$ cat config.mk
export PLATFORM = sky130hd
export DESIGN_NAME = chopper_channel
export DESIGN_NICKNAME = d
export VERILOG_FILES = /design/src/pkg/chop_pkg.sv /design/src/verilog/chopper_channel.sv /design/src/verilog/osc_timebase.sv
export VERILOG_INCLUDE_DIRS = /design/src /design/src/pkg
export SDC_FILE = /design/constraint.sdc
export NUM_CORES = 1
export LEC_CHECK = 0
export ABC_CLOCK_PERIOD_IN_PS = 3100
export BUFFER_PORTS_ARGS = -buffer_cell sky130_fd_sc_hd__buf_2
export CELL_PAD_IN_SITES_DETAIL_PLACEMENT = 1
export CELL_PAD_IN_SITES_GLOBAL_PLACEMENT = 2
export CORE_AREA = 2 2 86 88
export CTS_CLUSTER_DIAMETER = 50
export CTS_CLUSTER_SIZE = 25
export DETAILED_ROUTE_END_ITERATION = 7
export DIE_AREA = 0 0 88 90
export PLACE_DENSITY = 0.77
export SLEW_MARGIN = 10
export SYNTH_ARGS = -nofsm -noshare
export SYNTH_HDL_FRONTEND = slang
export SYNTH_SLANG_ARGS = --single-unit
$ cat constraint.sdc
create_clock -name MCLK -period 3.1 [get_ports MCLK]
set_input_delay 0.62 -clock MCLK [delete_from_list [all_inputs] [get_ports MCLK]]
set_output_delay 0.62 -clock MCLK [all_outputs]
set_load 0.02 [all_outputs]
$ cat src/pkg/chop_consts.svh
/*
 * Timing counts, gate patterns and field positions for the chopper channel.
 * Assumes a 100 MHz system clock and a reference oscillator near 1.6 MHz.
 */
`ifndef CHOP_CONSTS_SVH
`define CHOP_CONSTS_SVH

// System clock rate
`define MCLK_MHZ 100
// Analog blank window, shortest figure, in ns
`define ANALOG_BLANK_NS 450
// Analog blank in clock cycles, rounded up
`define ANALOG_BLANK_CYC ((`ANALOG_BLANK_NS * `MCLK_MHZ + 999) / 1000)
`define ANALOG_CNT_W 6

// Reference oscillator periods per chopping period (1.6 MHz / 100 kHz)
`define OSC_PER_CHOP 16
`define PHASE_W 4
// Last oscillator period of a chopping period
`define PHASE_LAST 4'hF
// 37.5 % of 16 periods is fast decay, so fast decay starts at period 10
`define FAST_START 4'hA
// Charge held for the first periods in brushed-DC mode
`define CHARGE_MIN_OSC 4'h4

// Digital blank, over-current dead band and trip counts, in oscillator periods
`define OSC_CNT_W 3
`define DIG_BLANK_OSC 3'h4
`define OC_DEADBAND_OSC 3'h4
`define OC_TRIP_OSC 3'h4

// Gate bit positions in a pattern
`define GATE_HS1 3
`define GATE_HS2 2
`define GATE_LS1 1
`define GATE_LS2 0

// Gate patterns {hs1, hs2, ls1, ls2}
`define GATE_OFF 4'h0
`define GATE_CHARGE_FWD 4'h9
`define GATE_FAST_FWD 4'h6
`define GATE_CHARGE_REV 4'h6
`define GATE_FAST_REV 4'h9
`define GATE_SLOW 4'h3

// Positions of the synchronised inputs
`define IN_ENABLE 0
`define IN_CLK 1
`define IN_DIR 2
`define IN_MODE_DC 3
`define IN_LIMIT 4
`define IN_ZERO 5
`define IN_OVERCUR 6
`define IN_THERMAL 7
`define IN_STANDBY 8
`define IN_VM_POR 9
`define IN_COUNT 10

`endif

$ cat src/pkg/chop_pkg.sv
/*
 * Types shared by the chopper channel and its timebase.
 * Assumes chop_consts.svh is on the include path.
 */
package chop_pkg;
	// Bridge phase of the chopper
	typedef enum logic [1:0] {PH_OFF, PH_CHARGE, PH_SLOW, PH_FAST} chop_state_e;
	// Four gate enables {hs1, hs2, ls1, ls2}
	typedef logic [3:0] gate_t;
	// Position within a chopping period, in oscillator periods
	typedef logic [3:0] phase_t;
endpackage

$ cat src/verilog/chopper_channel.sv
/*
 * Constant-current chopper control for one H-bridge channel: phase sequencing,
 * gate patterns, noise blanking and over-current / thermal halt.
 * Assumes all inputs except MCLK and RST_N are asynchronous pins or analog
 * comparator outputs; the gate outputs feed level shifters directly.
 */
`timescale 1ns/1ps
`include "chop_consts.svh"

module chopper_channel (
	// Clock and reset
	input wire logic MCLK,
	input wire logic RST_N,
	// Reference oscillator pin
	input wire logic OSC_IN,
	// Controller inputs
	input wire logic CH_CLK,
	input wire logic CH_ENABLE,
	input wire logic DIR,
	input wire logic MODE_DC,
	input wire logic STANDBY,
	input wire logic VM_POR,
	// Analog sense inputs
	input wire logic CURRENT_LIMIT_REACHED,
	input wire logic ZERO_CURRENT,
	input wire logic OVERCURRENT,
	input wire logic THERMAL_SHUTDOWN,
	// Bridge gates
	output logic HIGH_SIDE_ONE,
	output logic HIGH_SIDE_TWO,
	output logic LOW_SIDE_ONE,
	output logic LOW_SIDE_TWO,
	// Status
	output chop_pkg::chop_state_e CHOP_STATE,
	output logic NOISE_BLANK_WINDOW,
	output logic OVERCURRENT_SHUTDOWN
);
	import chop_pkg::*;

	localparam logic [`ANALOG_CNT_W-1:0] ANALOG_CYC = `ANALOG_CNT_W'(`ANALOG_BLANK_CYC);

	logic [`IN_COUNT-1:0] pins, meta_q, sync_q;
	logic en_s, clk_s, dir_s, mode_s, lim_s, zero_s, oc_s, tsd_s, stby_s, por_s;
	logic tick, period_start;
	phase_t phase;
	logic clk_prev_q, en_prev_q, clk_edge, en_edge;
	chop_state_e state_q, state_d;
	logic run, drive_req, sw_evt, charge_start, blank, limit_hit;
	logic [`ANALOG_CNT_W-1:0] ana_q, ana_d;
	logic [`OSC_CNT_W-1:0] dig_q, dig_d, db_q, db_d, oc_cnt_q, oc_cnt_d;
	logic halt_q, halt_d, trip;
	gate_t gate_q, gate_d, tgt;

	// Gate pattern for a phase and direction; slow decay is the same both ways
	function automatic gate_t gate_for(chop_state_e st, logic rev);
		gate_t g;
		g = `GATE_OFF;
		unique case (st)
			PH_OFF: g = `GATE_OFF;
			PH_CHARGE: g = rev ? `GATE_CHARGE_REV : `GATE_CHARGE_FWD;
			PH_SLOW: g = `GATE_SLOW;
			PH_FAST: g = rev ? `GATE_FAST_REV : `GATE_FAST_FWD;
		endcase
		return g;
	endfunction

	osc_timebase u_timebase (
		.clk(MCLK),
		.rst_n(RST_N),
		.osc_pin(OSC_IN),
		.tick(tick),
		.phase(phase),
		.period_start(period_start)
	);

	// Gather the asynchronous pins for the synchroniser
	always_comb begin
		pins = '0;
		pins[`IN_ENABLE] = CH_ENABLE;
		pins[`IN_CLK] = CH_CLK;
		pins[`IN_DIR] = DIR;
		pins[`IN_MODE_DC] = MODE_DC;
		pins[`IN_LIMIT] = CURRENT_LIMIT_REACHED;
		pins[`IN_ZERO] = ZERO_CURRENT;
		pins[`IN_OVERCUR] = OVERCURRENT;
		pins[`IN_THERMAL] = THERMAL_SHUTDOWN;
		pins[`IN_STANDBY] = STANDBY;
		pins[`IN_VM_POR] = VM_POR;
	end

	// Two flops per pin; the first stage is read only by the second
	genvar i;
	generate
		for (i = 0; i < `IN_COUNT; i++) begin : g_sync
			always_ff @(posedge MCLK) begin
				if (!RST_N) begin
					meta_q[i] <= 1'b0;
					sync_q[i] <= 1'b0;
				end else begin
					meta_q[i] <= pins[i];
					sync_q[i] <= meta_q[i];
				end
			end
		end
	endgenerate

	assign en_s = sync_q[`IN_ENABLE];
	assign clk_s = sync_q[`IN_CLK];
	assign dir_s = sync_q[`IN_DIR];
	assign mode_s = sync_q[`IN_MODE_DC];
	assign lim_s = sync_q[`IN_LIMIT];
	assign zero_s = sync_q[`IN_ZERO];
	assign oc_s = sync_q[`IN_OVERCUR];
	assign tsd_s = sync_q[`IN_THERMAL];
	assign stby_s = sync_q[`IN_STANDBY];
	assign por_s = sync_q[`IN_VM_POR];

	// Edges of the controller PWM inputs, taken from synchronised copies
	assign clk_edge = clk_s ^ clk_prev_q;
	assign en_edge = en_s ^ en_prev_q;

	// In DC mode a low channel clock means short brake (slow decay)
	assign run = en_s & ~halt_q & ~stby_s;
	assign drive_req = ~mode_s | clk_s;
	assign blank = (ana_q != '0) | (dig_q != '0);
	assign limit_hit = lim_s & ~blank;

	// Phase sequencing; the comparator is only trusted outside the blank
	always_comb begin
		state_d = state_q;
		if (!run) begin
			state_d = PH_OFF;
		end else if (!drive_req) begin
			state_d = PH_SLOW;
		end else if (period_start || state_q == PH_OFF) begin
			state_d = PH_CHARGE;
		end else begin
			unique case (state_q)
				PH_CHARGE: begin
					// DC mode holds charge for the first periods; a late limit skips slow decay
					if (limit_hit && !(mode_s && phase < `CHARGE_MIN_OSC)) begin
						state_d = (phase >= `FAST_START) ? PH_FAST : PH_SLOW;
					end
				end
				PH_SLOW: begin
					if (phase >= `FAST_START) begin
						state_d = PH_FAST;
					end
				end
				PH_FAST: begin
					if (zero_s && !blank) begin
						state_d = PH_CHARGE;
					end
				end
				PH_OFF: state_d = PH_CHARGE;
			endcase
		end
	end

	assign sw_evt = (state_d != state_q);
	assign charge_start = (state_d == PH_CHARGE) && (state_q != PH_CHARGE);

	// Blank windows and dead band counters
	always_comb begin
		ana_d = ana_q;
		if (sw_evt) begin
			ana_d = ANALOG_CYC;
		end else if (ana_q != '0) begin
			ana_d = ana_q - `ANALOG_CNT_W'(1);
		end
		dig_d = dig_q;
		if (!mode_s) begin
			dig_d = '0;
		end else if (clk_edge || en_edge || charge_start) begin
			dig_d = `DIG_BLANK_OSC;
		end else if (tick && dig_q != '0) begin
			dig_d = dig_q - `OSC_CNT_W'(1);
		end
		db_d = db_q;
		if (sw_evt) begin
			db_d = `OC_DEADBAND_OSC;
		end else if (tick && db_q != '0) begin
			db_d = db_q - `OSC_CNT_W'(1);
		end
	end

	// Over-current counts oscillator periods while the sense stays high.
	// Counting goes on inside the dead band so a fault present at switching
	// still trips within eight periods; only the trip itself is masked.
	always_comb begin
		oc_cnt_d = oc_cnt_q;
		if (!oc_s) begin
			oc_cnt_d = '0;
		end else if (tick && oc_cnt_q <= `OC_TRIP_OSC) begin
			oc_cnt_d = oc_cnt_q + `OSC_CNT_W'(1);
		end
		// The first tick may land just after the fault starts, so one tick more
		// than the trip count keeps four whole periods before shutdown
		trip = oc_s && (oc_cnt_q > `OC_TRIP_OSC) && (db_q == '0);
		// A fault in the same cycle as a clear wins; the clear acts once it is gone
		if (trip || tsd_s) begin
			halt_d = 1'b1;
		end else if (por_s || stby_s) begin
			halt_d = 1'b0;
		end else begin
			halt_d = halt_q;
		end
	end

	// Gates: any change of pattern passes through all-off for one cycle,
	// trading one cycle of drive for freedom from shoot-through
	always_comb begin
		// Loss of run (halt, standby, enable) drops the gates at once, not a cycle after the phase
		tgt = run ? gate_for(state_q, dir_s) : `GATE_OFF;
		if (tgt == `GATE_OFF || gate_q == `GATE_OFF || gate_q == tgt) begin
			gate_d = tgt;
		end else begin
			gate_d = `GATE_OFF;
		end
	end

	// Register all state
	always_ff @(posedge MCLK) begin
		if (!RST_N) begin
			clk_prev_q <= 1'b0;
			en_prev_q <= 1'b0;
			state_q <= PH_OFF;
			ana_q <= '0;
			dig_q <= '0;
			db_q <= '0;
			oc_cnt_q <= '0;
			halt_q <= 1'b0;
			gate_q <= `GATE_OFF;
		end else begin
			clk_prev_q <= clk_s;
			en_prev_q <= en_s;
			state_q <= state_d;
			ana_q <= ana_d;
			dig_q <= dig_d;
			db_q <= db_d;
			oc_cnt_q <= oc_cnt_d;
			halt_q <= halt_d;
			gate_q <= gate_d;
		end
	end

	assign HIGH_SIDE_ONE = gate_q[`GATE_HS1];
	assign HIGH_SIDE_TWO = gate_q[`GATE_HS2];
	assign LOW_SIDE_ONE = gate_q[`GATE_LS1];
	assign LOW_SIDE_TWO = gate_q[`GATE_LS2];
	assign CHOP_STATE = state_q;
	assign NOISE_BLANK_WINDOW = blank;
	assign OVERCURRENT_SHUTDOWN = halt_q;
endmodule

$ cat src/verilog/osc_timebase.sv
/*
 * Timebase from the external RC reference oscillator: synchroniser, edge tick
 * and position within the chopping period.
 * Assumes the oscillator pin is asynchronous and much slower than MCLK.
 */
`timescale 1ns/1ps
`include "chop_consts.svh"

module osc_timebase (
	// Clock and reset
	input wire logic clk,
	input wire logic rst_n,
	// Oscillator pin
	input wire logic osc_pin,
	// Timebase outputs
	output logic tick,
	output chop_pkg::phase_t phase,
	output logic period_start
);
	import chop_pkg::*;

	logic sync1_q, sync2_q, prev_q;
	logic tick_q, tick_d;
	phase_t phase_q, phase_d;
	logic start_q, start_d;

	// Next values: one tick per rising oscillator edge, period counts ticks
	always_comb begin
		tick_d = sync2_q & ~prev_q;
		phase_d = phase_q;
		start_d = 1'b0;
		if (tick_d) begin
			phase_d = phase_q + 4'h1;
			start_d = (phase_q == `PHASE_LAST);
		end
	end

	// Only sync2_q is read by logic; sync1_q feeds it alone
	always_ff @(posedge clk) begin
		if (!rst_n) begin
			sync1_q <= 1'b0;
			sync2_q <= 1'b0;
			prev_q <= 1'b0;
			tick_q <= 1'b0;
			phase_q <= 4'h0;
			start_q <= 1'b0;
		end else begin
			sync1_q <= osc_pin;
			sync2_q <= sync1_q;
			prev_q <= sync2_q;
			tick_q <= tick_d;
			phase_q <= phase_d;
			start_q <= start_d;
		end
	end

	assign tick = tick_q;
	assign phase = phase_q;
	assign period_start = start_q;
endmodule

== Word-level counts from Yosys, hierarchy flattened ==
Index checks and enable logic that the tools add are counted.

* Register bits: 53
* Word-level logic and storage cells: 124

* $add $sub $neg: 5
* Order comparisons: 4
* Equality and inequality tests: 8
* Muxes and demuxes: 20
* Bitwise operators: 14
* Reductions and logical operators: 35

{| class="wikitable"
|+ Operators with widths
! operator !! count
|-
| $pmux W4 S4 || 1
|-
| $mux W2 || 6
|-
| $mux W3 || 4
|-
| $mux W4 || 3
|-
| $mux W6 || 2
|-
| $logic_and A1 B1 Y1 || 9
|-
| $logic_not A4 Y1 || 2
|-
| $pmux W2 S4 || 1
|-
| $reduce_and A2 Y1 || 4
|-
| $reduce_bool A2 Y1 || 4
|-
| $logic_or A1 B1 Y1 || 7
|-
| $not A1 Y1 || 6
|-
| $reduce_bool A3 Y1 || 2
|-
| $reduce_bool A6 Y1 || 1
|-
| $sub A3 B1 Y3 const B || 2
|-
| $sub A6 B1 Y6 const B || 1
|-
| $add A4 B1 Y4 const B || 1
|-
| $and A1 B1 Y1 || 4
|-
| $eq A2 B1 Y1 const B || 2
|-
| $eq A2 B2 Y1 const B || 2
|-
| $eq A4 B4 Y1 || 1
|-
| $eq A4 B4 Y1 const B || 1
|-
| $ge A4 B4 Y1 const B || 1
|-
| $lt A4 B3 Y1 const B || 1
|-
| other kinds (13) || 18
|}

== Logic depth before layout (Yosys ltp) ==
Gate-level depths: netlist (run 1).

* Word-level depth: 14
* Gate-level depth with buffers: 8
* Depth with buffers taken out: 8

== By module ==
From an unflattened synthesis (run 1), not the netlist that was laid out.

* Cell total of the unflattened synthesis: 266
* Area total of the unflattened synthesis: 2439.8 µm²

{| class="wikitable"
|+ Modules (own cells, without submodules)
! module !! times used !! cells each !! area an instance (µm²) !! seq. area each (µm²)
|-
| chopper_channel || 1 || 238 || 2119.5 || 880.8
|-
| osc_timebase || 1 || 28 || 320.3 || 180.2
|}

== Worst setup path before layout (run 1) ==
Ideal clock, no wire load.

* Kind: flip-flop to flip-flop
* From: register state_q[0], in the netlist CHOP_STATE[0]
* To: register dig_q[2]
* Setup time: 122 ps
* Arrival: 2415 ps
* Required time: 2978 ps
* Path slack: 563 ps
* Stages on the path, launching flop included: 8
* Path buffers: 0
* Clock period less this slack: 2537 ps
* Cell sequence: dfxtp_1 inv_1 ha_1 or2_0 or4_4 a32oi_2 nor3b_2 o311a_1

* Cells in the longest elaborated chain, start to end: 9
* Elaborated cells between the ends (all ways): 18
* Classes of those cells: eq/ne: 5; mux: 8; reduce/logical: 5

{| class="wikitable"
|+ RTL lines
! item !! line !! RTL
|-
| start, declared || chopper_channel.sv:47 || <nowiki>chop_state_e state_q, state_d;</nowiki>
|-
| start signal, assigned || chopper_channel.sv:237 || <nowiki>state_q <= state_d;</nowiki>
|-
| $eq A2 B2 Y1, or another cell as far along || chopper_channel.sv:138 || <nowiki>unique case (state_q)</nowiki>
|-
| $pmux W2 S4 / $logic_or A1 B1 Y1 (equally long branches) || chopper_channel.sv:138, chopper_channel.sv:135 ||
|-
| $mux W2 || chopper_channel.sv:135 || <nowiki>end else if (period_start || state_q == PH_OFF) begin</nowiki>
|-
| $mux W2 || chopper_channel.sv:133 || <nowiki>end else if (!drive_req) begin</nowiki>
|-
| $mux W2 || chopper_channel.sv:131 || <nowiki>if (!run) begin</nowiki>
|-
| $eq A2 B1 Y1 || chopper_channel.sv:161 || <nowiki>assign charge_start = (state_d == PH_CHARGE) && (state_q != PH_CHARGE);</nowiki>
|-
| $logic_and A1 B1 Y1 (*) || chopper_channel.sv:161 ||
|-
| $logic_or A1 B1 Y1 (*) || chopper_channel.sv:174 || <nowiki>end else if (clk_edge || en_edge || charge_start) begin</nowiki>
|-
| $mux W3 / $reduce_bool A2 Y1 (equally long branches) || - ||
|-
| end signal, assigned || chopper_channel.sv:239 || <nowiki>dig_q <= dig_d;</nowiki>
|-
| end, declared || chopper_channel.sv:50 || <nowiki>logic [`OSC_CNT_W-1:0] dig_q, dig_d, db_q, db_d, oc_cnt_q, oc_cnt_d;</nowiki>
|}

Every way passes the cells marked *; elsewhere a longest branch is shown, timed or not.
A chain may end at the register's enable or synchronous reset.

== Worst setup path after layout (run 1) ==
Ends and elaborated chain as after synthesis.

==> impl_metrics.py, run 1 <==
metrics = {
    "grt": {
        "met3_usage_pct": 2.388,
        "grt_pass1_vias": 1905,
        "grt_max_degree": 47,
        "grt_remaining_overflow": 0,
        "grt_usage_pct": 13.86,
        "globalRouteMet1Util_pct": 18.55,
        "antenna_found_initial": 0,
        "grt_use_met2_pct": 22.54,
        "grt_pass1_wl_mm": 8.859,
        "busiest_layer": "met2",
    },
    "floorplan": {
        "io_pins": 21,
        "start_util_pct": 36.05,
        "row_count": 31,
        "coreArea_mm2": 0.007020,
        "die_w_um": 88,
        "die-area_mm2": 0.007920,
        "die_y_um": 90,
    },
    "final_layout": {
        "final_nets": 311,
        "area_growth_pct": 9.540,
        "fill_cells": 840,
        "num_antenna_cells": 0,
        "drive_gt1_share_pct": 14.13,
    },
    "synthesis": {
        "yosys_register_bits": 53,
        "synth_top_cell_by_area": "dfxtp_1",
        "synth_edf_count": 0,
        "yosys_warnings": 0,
        "ys_seq_area_share_pct": 41.92,
        "synth_top_area_share_pct": 41.92,
        "synth.distinct_cells": 53,
        "async_flop_share_pct": 0,
        "synth_top_flop_cell": "dfxtp_1",
        "synth_cells": 265,
        "avgSynthCellArea_um2": 9.552,
        "syn_area_mm2": 0.002531,
        "syn_nets": 293,
        "synth_area_leaders": "dfxtp_1, and2_1, ha_1, xnor2_1, o21ai_0",
    },
    "detailed_routing": {
        "drtIter0Drc": 59,
        "wl_mm": 5.043,
        "vias": 1877,
        "ant_nets": 0,
        "drc": 0,
        "vias_per_cell": 4.914,
        "detail_route.wl_per_cell_um": 13.20,
        "dr.pass1.iters": 4,
    },
    "setup_path": {
        "slowest_delay_ns": 0.58,
        "crit_path_top_delay_cell": "or4_4",
        "critPathCaptureType": "flip-flop",
        "path_cells": "inv_1 > ha_1 > or2_0 > or4_4 > a32oi_2 > nor3b_2 > o311a_1",
        "worst-r2r-cell-count": 7,
        "cp.arrival_ns": 2.85,
        "criticalPathCategory": "reg -> reg",
        "crit_path_start_kind": "flip-flop",
        "reg2reg_to": "dig_q[2]",
        "reg2reg_slack_ns": 0.45,
        "r2r_start": "CHOP_STATE[0]",
        "worst-path-max-fanout": 9,
        "worst_ep_required_time_ns": 3.30,
    },
    "power": {
        "power.density_mw_per_mm2": 563.1,
        "vdd_drop_max_uv": 223.1,
        "power.leakage_nw": 1.046,
        "p_total_mw": 1.561,
    },
    "status": {
        "status": "complete, no violations",
    },
    "timing": {
        "post-route-min-period_ns": 2.650,
        "setup_viol": 0,
        "setup_tns_ns": 0,
        "final_hold_viol_count": 0,
        "layout_worst_path_cycle_share_pct": 85.47,
        "grt_setup_unrepaired": "no",
        "fin_worst_skew_ns": 0.006486,
        "relSlewSlack_pct": 51.54,
        "timing_max_transition_violations_final": 0,
        "clock.fmax_mhz": 377.4,
        "tightestPinTransition_ns": 0.7269,
    },
    "cts": {
        "cts_tree": "built",
        "root_buffer": "clkbuf_8",
        "cts_hold_buf": 0,
        "cts_num_sinks": 53,
        "post-cts-setup-buffer-count": 0,
        "cts_max_path_buffers": 2,
        "cts-buffers-inserted": 5,
        "insertion_delay_ns": 0.30,
        "cts_resized": 0,
        "htree_levels": 2,
        "clkSlewWorstSetupHoldPaths_ns": 0.09,
    },
    "placed_design": {
        "dp_hpwl_mm": 3.709,
        "globalplace.congestion": 0.8584,
        "io_buffers": 20,
    },
    "worst_hold_path": {
        "holdCritStartpoint": "meta_q[4]",
        "hp-class": "reg -> reg",
        "min_to": "lim_s",
        "min_path_cells": 1,
    },
    "job": {
        "drv_cap": 0,
    },
}
==> final cells by class <==
type / count / area [µm²] / area share, %
multi-input combinational: 187 / 1324 / 47.74
sequential: 53 / 1061 / 38.27
tap: 99 / 123.9 / 4.468
timing repair buffer: 20 / 100.1 / 3.610
clock buffer: 5 / 68.82 / 2.482
inverter: 16 / 60.06 / 2.166
clock inverter: 2 / 35.03 / 1.264
==> cell usage in the layout, fill, tap and decap left out, types with 2 or more instances in the layout <==
| cell type | count |
|---|---|
| nand2b_1 | 3 |
| o21ai_0 | 15 |
| nor3b_1 | 5 |
| clkbuf_8 | 5 |
| nand2_1 | 17 |
| xor2_1 | 2 |
| inv_1 | 16 |
| ha_1 | 15 |
| a31oi_1 | 5 |
| a21oi_1 | 4 |
| o31a_1 | 6 |
| xnor2_1 | 9 |
| nor4_1 | 3 |
| buf_2 | 20 |
| nor2_1 | 17 |
| nor2b_1 | 4 |
| nor3_1 | 9 |
| and2_1 | 31 |
| nand3_1 | 5 |
| mux2i_1 | 7 |
| mux2_2 | 2 |
| o311ai_0 | 2 |
| dfxtp_1 | 53 |
==> power by group <==
group / leakage [nW] / internal [mW] / switching (mW)
registers: 0.434 / 0.734 / 0.0532
clock network: 0.0540 / 0.235 / 0.215
logic: 0.558 / 0.152 / 0.172
total: 1.05 / 1.12 / 0.440
==> cell usage after synthesis, drive strengths merged (3+ instances only) <==
library cell	number
a21oi	4
a31oi	5
and2	31
buf	3
clkbuf	5
dfxtp	53
ha	15
inv	16
mux2i	7
nand2	17
nand2b	3
nand3	5
nor2	17
nor2b	4
nor3	9
nor3b	6
nor4	3
o21ai	15
o31a	7
xnor2	9
==> worst max-delay path by stage <==
stage	from	end	slack [ns]	cells past startpoint
after floorplan	CHOP_STATE[0]	dig_q[2]	0.56	7
after CTS	CHOP_STATE[0]	dig_q[2]	0.46	7
final	CHOP_STATE[0]	dig_q[2]	0.45	7
after detailed placement	CHOP_STATE[0]	dig_q[2]	0.48	7
after global routing	CHOP_STATE[0]	dig_q[2]	0.30	7
after global placement	CHOP_STATE[0]	dig_q[2]	0.54	7
==> cell families after synthesis <==
| group | count (synthesis) | synth area share [%] |
|---|---|---|
| fa+ha+maj | 15 | 7.415 |
| buf+inv | 25 | 5.783 |
| simple gates | 105 | 23.38 |
| compound gates | 47 | 14.04 |
| mux | 9 | 3.658 |
| xor+xnor | 11 | 3.807 |
| flops | 53 | 41.92 |
==> routing by layer <==
layer	share of wire (%)	up-vias
met2	47	27
met3	3.1	6
li1	-	950
met4	1.1	0
met5	0	-
met1	48	894
==> sequential cells by signal, summed over array words and instances (netlist names), 2 cells and up <==
signal and cells:
oc_cnt_q 3, db_q 3, gate_q 4, dig_q 3
u_timebase.phase 4, ana_q 6, CHOP_STATE 2, meta_q 10
==> worst max-delay path, delay by kind of cell, from the launching register on <==
kind,cells,cell delay (ns)
simple gates,3,1.00
fa+ha+maj,1,0.26
flops,1,0.52
compound gates,2,0.59
buf+inv,1,0.17
==> through the flow <==
stage	hold slack (ns)	util (%)	setup WS [ns]	cell area, µm²	instances
after detailed placement	0.4199	38.01	0.4782	2669	375
after CTS	0.4426	39.49	0.4623	2773	382
final	0.4403	39.49	0.4505	2773	382
after floorplan	0.4119	-	0.5628	2531	265
after global routing	0.4541	39.49	0.3038	2773	382
after global placement	0.4132	38.01	0.5409	2669	375
Power figures use the tool's default switching activity.
==> run 2: changes to the inputs <==
- MAX_ROUTING_LAYER: default -> met4
==> impl_metrics.py, run 2 (synthesis results as in run 1) <==
metrics = {
    "timing": {
        "setup_tns_ns": 0,
        "tightestPinTransition_ns": 0.7182,
        "fin_worst_skew_ns": 0.007506,
        "hold_slack_ns": 0.4392,
        "setup_viol": 0,
        "relSlewSlack_pct": 52.12,
        "clock.fmax_mhz": 373.7,
        "final_hold_viol_count": 0,
        "post-route-min-period_ns": 2.676,
        "timing_max_transition_violations_final": 0,
        "finalWorstSetupSlack_ns": 0.4239,
        "layout_worst_path_cycle_share_pct": 86.32,
        "grt_setup_unrepaired": "no",
    },
    "placed_design": {
        "place_ws_ns": 0.4508,
        "globalplace.congestion": 0.8501,
        "place_area_mm2": 0.002669,
        "dp_hpwl_mm": 3.836,
        "io_buffers": 20,
    },
    "grt": {
        "grt_remaining_overflow": 0,
        "grt_pass1_vias": 1887,
        "grt_pass1_wl_mm": 8.845,
        "globalRouteMet1Util_pct": 18.68,
        "grt_use_met2_pct": 22.29,
        "met3_usage_pct": 2.571,
        "antenna_found_initial": 0,
        "busiest_layer": "met2",
        "grt_usage_pct": 14.19,
        "grt_max_degree": 47,
    },
    "floorplan": {
        "die-area_mm2": 0.007920,
        "io_pins": 21,
        "start_util_pct": 36.05,
        "row_count": 31,
        "die_w_um": 88,
        "die_y_um": 90,
        "coreArea_mm2": 0.007020,
    },
    "job": {
        "drv_cap": 0,
    },
    "final_layout": {
        "top_regs": "meta_q (10), ana_q (6)",
        "final_cell_mix": "dfxtp_1, and2_1, buf_2",
        "largest_register": "meta_q",
        "final_area_mm2": 0.002770,
        "drive_gt1_share_pct": 14.44,
        "final_nets": 311,
        "largest_reg_flops": 10,
        "area_growth_pct": 9.442,
        "num_antenna_cells": 0,
        "layout_commonest_cell": "dfxtp_1",
    },
    "detailed_routing": {
        "vias": 1898,
        "ant_nets": 0,
        "dr.pass1.iters": 4,
        "drtIter0Drc": 107,
        "drc": 0,
        "vias_per_cell": 4.956,
        "detail_route.wl_per_cell_um": 13.70,
        "wl_mm": 5.248,
    },
    "setup_path": {
        "crit_path_start_kind": "flip-flop",
        "reg2reg_to": "dig_q[2]",
        "worst-path-max-fanout": 9,
        "critPathCapture": "dig_q[2]",
        "r2r_start": "CHOP_STATE[0]",
        "worst-r2r-cell-count": 7,
        "criticalPathCategory": "reg -> reg",
        "critPathCaptureType": "flip-flop",
        "critical_path.startpoint": "CHOP_STATE[0]",
        "worst_ep_required_time_ns": 3.29,
        "cp.arrival_ns": 2.86,
        "reg2reg_slack_ns": 0.42,
    },
    "cts": {
        "htree_levels": 2,
        "cts_max_path_buffers": 2,
        "insertion_delay_ns": 0.30,
        "cts_hold_buf": 0,
        "cts_resized": 0,
        "clkSlewWorstSetupHoldPaths_ns": 0.09,
        "root_buffer": "clkbuf_8",
        "cts_tree": "built",
        "post-cts-setup-buffer-count": 0,
        "cts-buffers-inserted": 5,
        "cts_num_sinks": 53,
    },
    "power": {
        "p_sw_share_pct": 28.86,
        "vdd_drop_max_uv": 197.0,
        "power.density_mw_per_mm2": 552.1,
        "p_switching_uw": 441.4,
        "cell_internal_pwr_mw": 1.088,
        "power.share.clock_pct": 27.1,
        "power_frac_comb_pct": 21.3,
        "pwr-share-seq_pct": 51.6,
        "power.leakage_nw": 1.047,
        "p_total_mw": 1.529,
    },
    "worst_hold_path": {
        "hp-class": "reg -> reg",
    },
    "status": {
        "status": "complete, no violations",
    },
}
[run 2: changes by cell type in the layout (fill, tap and decap cells not counted)]
cell       previous run  this run
clkbuf_8              5         7
bufinv_16             1         0
[run 2: worst min-delay path by stage]
| stage | depth (start not counted) | slack (ns) | end | start |
|---|---|---|---|---|
| after floorplan | 1 | 0.41 | clk_s | meta_q[1] |
| after global placement | 1 | 0.41 | u_timebase.sync2_q | u_timebase.sync1_q |
| after detailed placement | 1 | 0.42 | u_timebase.sync2_q | u_timebase.sync1_q |
| after CTS | 1 | 0.44 | u_timebase.sync2_q | u_timebase.sync1_q |
| after global routing | 1 | 0.47 | u_timebase.sync2_q | u_timebase.sync1_q |
| final | 1 | 0.44 | u_timebase.sync2_q | u_timebase.sync1_q |
[run 2: cell type report]
type / count / area [µm²]
Inverter: 16 / 60.06
Sequential cell: 53 / 1061
Tap cell: 99 / 123.9
Timing Repair Buffer: 20 / 100.1
Clock buffer: 7 / 96.34
Multi-Input combinational cell: 187 / 1324
Clock inverter: 1 / 5.005
Fill cell: 839 / 4250
[run 2: layer usage]
| layer | share of wire [%] | wire, µm |
|---|---|---|
| met4 | 0.80 | 42 |
| met1 | 47 | 2483 |
| met5 | 0 | 0 |
| met2 | 49 | 2561 |
| met3 | 3.1 | 161 |
[run 2: critical path, cell delays in order, from the launching register on]
cell	delay [ns]
dfxtp_1	0.55
inv_1	0.18
ha_1	0.26
or2_0	0.33
or4_4	0.59
a32oi_2	0.23
nor3b_2	0.08
o311a_1	0.36
[run 2: stage by stage]
stage                     utilization, %  std cells
after floorplan                        -        265
final                              39.46        383
after CTS                          39.46        383
after global placement             38.01        375
after global routing               39.46        383
after detailed placement           38.01        375
[run 2: power by group through the flow]
stage	clock (mW)	combinational, mW	sequential (mW)
after global placement	0	0.322	0.804
final	0.414	0.326	0.789
after global routing	0.455	0.374	0.798
after CTS	0.434	0.329	0.791
after floorplan	0	0.304	0.782
after detailed placement	0	0.326	0.807
==> run 3: changes to the inputs <==
- CELL_PAD_IN_SITES_DETAIL_PLACEMENT: 1 -> default
- CELL_PAD_IN_SITES_GLOBAL_PLACEMENT: 2 -> default
- CORE_AREA: 2 2 86 88 -> 2 2 71 73
- DIE_AREA: 0 0 88 90 -> 0 0 73 75
- PLACE_DENSITY: 0.77 -> 0.74
==> impl_metrics.py, run 3 (synthesis results as in run 1) <==
metrics = {
    "detailed_routing": {
        "detail_route.wl_per_cell_um": 12.83,
        "drc": 0,
        "drt-met1-wl_mm": 2.089,
        "top_layer": "met4",
        "vias_per_cell": 5.441,
        "drtIter0Drc": 122,
        "dr.pass1.iters": 4,
        "vias": 1839,
        "route.met2.wl_mm": 2.028,
        "met3_wirelength_um": 128,
        "ant_nets": 0,
        "wl_mm": 4.337,
    },
    "setup_path": {
        "crit_family": "simple AND/OR/NAND/NOR gates",
        "crit_path_top_delay_cell": "or4_4",
        "slowest_delay_ns": 0.59,
        "worst-path-stages": 7,
        "worst-path-max-fanout": 9,
        "critPathCaptureType": "flip-flop",
        "crit_path_start_kind": "flip-flop",
        "worst-r2r-cell-count": 7,
        "critical_path_buf_inv_count": 1,
        "cp.arrival_ns": 2.82,
        "path_cells": "inv_1 > ha_1 > or2_0 > or4_4 > a32oi_2 > nor3b_2 > o311a_1",
        "worst_ep_required_time_ns": 3.30,
        "criticalPathCategory": "reg -> reg",
    },
    "final_layout": {
        "drive_gt1_share_pct": 14.44,
        "largest_register": "meta_q",
        "final_nets": 311,
        "largest_reg_flops": 10,
        "num_antenna_cells": 0,
        "final_cell_mix": "dfxtp_1, and2_1, buf_2",
        "top_regs": "meta_q (10), ana_q (6)",
        "layout_commonest_cell": "dfxtp_1",
        "area_growth_pct": 7.217,
    },
    "power": {
        "p_sw_share_pct": 28.26,
        "vdd_drop_max_uv": 410.6,
        "cell_internal_pwr_mw": 1.087,
        "power.density_mw_per_mm2": 558.3,
        "power_frac_comb_pct": 21.0,
        "pwr-share-seq_pct": 51.8,
        "p_switching_uw": 428.2,
        "power.leakage_nw": 1.047,
        "power.share.clock_pct": 27.2,
    },
    "placed_design": {
        "globalplace.congestion": 0.9028,
        "io_buffers": 20,
        "place_ws_ns": 0.5180,
        "dp_hpwl_mm": 3.147,
    },
    "cts": {
        "cts_num_sinks": 53,
        "cts-buffers-inserted": 5,
        "clkSlewWorstSetupHoldPaths_ns": 0.09,
        "insertion_delay_ns": 0.30,
        "root_buffer": "clkbuf_8",
        "cts_max_path_buffers": 2,
        "post-cts-setup-buffer-count": 0,
        "cts_tree": "built",
        "cts_hold_buf": 0,
        "cts_resized": 0,
        "htree_levels": 2,
    },
    "floorplan": {
        "coreArea_mm2": 0.004661,
        "io_pins": 21,
        "start_util_pct": 54.31,
        "die_w_um": 73,
        "die_y_um": 75,
        "die-area_mm2": 0.005475,
        "row_count": 25,
    },
    "timing": {
        "final_hold_viol_count": 0,
        "fin_worst_skew_ns": 0.006120,
        "hold_slack_ns": 0.4361,
        "tightestPinTransition_ns": 0.6446,
        "setup_viol": 0,
        "layout_worst_path_cycle_share_pct": 84.59,
        "clock.fmax_mhz": 381.3,
        "setup_tns_ns": 0,
        "finalWorstSetupSlack_ns": 0.4776,
        "timing_max_transition_violations_final": 0,
        "grt_setup_unrepaired": "no",
        "post-route-min-period_ns": 2.622,
        "relSlewSlack_pct": 57.03,
    },
    "job": {
        "drv_cap": 0,
    },
    "grt": {
        "grt_remaining_overflow": 0,
        "grt_usage_pct": 18.43,
        "grt_max_degree": 47,
        "grt_pass1_wl_mm": 7.465,
        "antenna_found_initial": 0,
        "grt_pass1_vias": 1678,
    },
    "worst_hold_path": {
        "hp-class": "reg -> reg",
        "min_path_cells": 1,
    },
    "status": {
        "status": "complete, no violations",
    },
}
[run 3: cell counts in the layout (fill, tap and decap cells not counted)]
No cell type changed its count.
[run 3: per-layer routing]
layer | up-vias | track usage, %
met5 | - | -
met4 | 0 | 8.436
met3 | 7 | 4.150
met2 | 33 | 28.63
met1 | 844 | 22.89
li1 | 955 | -
[run 3: area by class of cell]
cell class / count / area [µm²]
timing repair buffer: 20 / 100.1
clock buffer: 7 / 96.34
inverter: 16 / 60.06
sequential: 53 / 1061
fill: 420 / 1947
multi-input combinational: 187 / 1324
tap: 54 / 67.56
clock inverter: 1 / 5.005
[run 3: metrics by stage]
stage | util [%] | instance area, µm² | std cells | power [mW]
after floorplan | - | 2531 | 265 | 1.085
after global placement | 56.05 | 2613 | 330 | 1.113
after detailed placement | 56.05 | 2613 | 330 | 1.120
after CTS | 58.23 | 2714 | 338 | 1.530
after global routing | 58.23 | 2714 | 338 | 1.608
final | 58.23 | 2714 | 338 | 1.515
[run 3: worst paths after layout]
path,slack [ns],to,from
worst max register to register,0.48,dig_q[2],CHOP_STATE[0]
worst min register to register,0.44,stby_s,meta_q[8]
worst min-delay path,0.44,stby_s,meta_q[8]
worst max-delay path,0.48,dig_q[2],CHOP_STATE[0]
[run 3: worst register-to-register path, delay by kind of cell, from the launching register on]
family | cells | cell delay, ns
adders and majority gates | 1 | 0.25
DFF | 1 | 0.52
and+or+nand+nor | 3 | 1.00
buffers and inverters | 1 | 0.17
AOI/OAI and AO/OA | 2 | 0.57
[run 3: power by group through the flow]
stage,registers (mW),clock network (mW),logic [mW]
floorplan,0.782,0,0.304
global placement,0.799,0,0.315
detailed placement,0.801,0,0.319
CTS,0.784,0.425,0.321
global route,0.793,0.452,0.363
finish,0.785,0.412,0.318
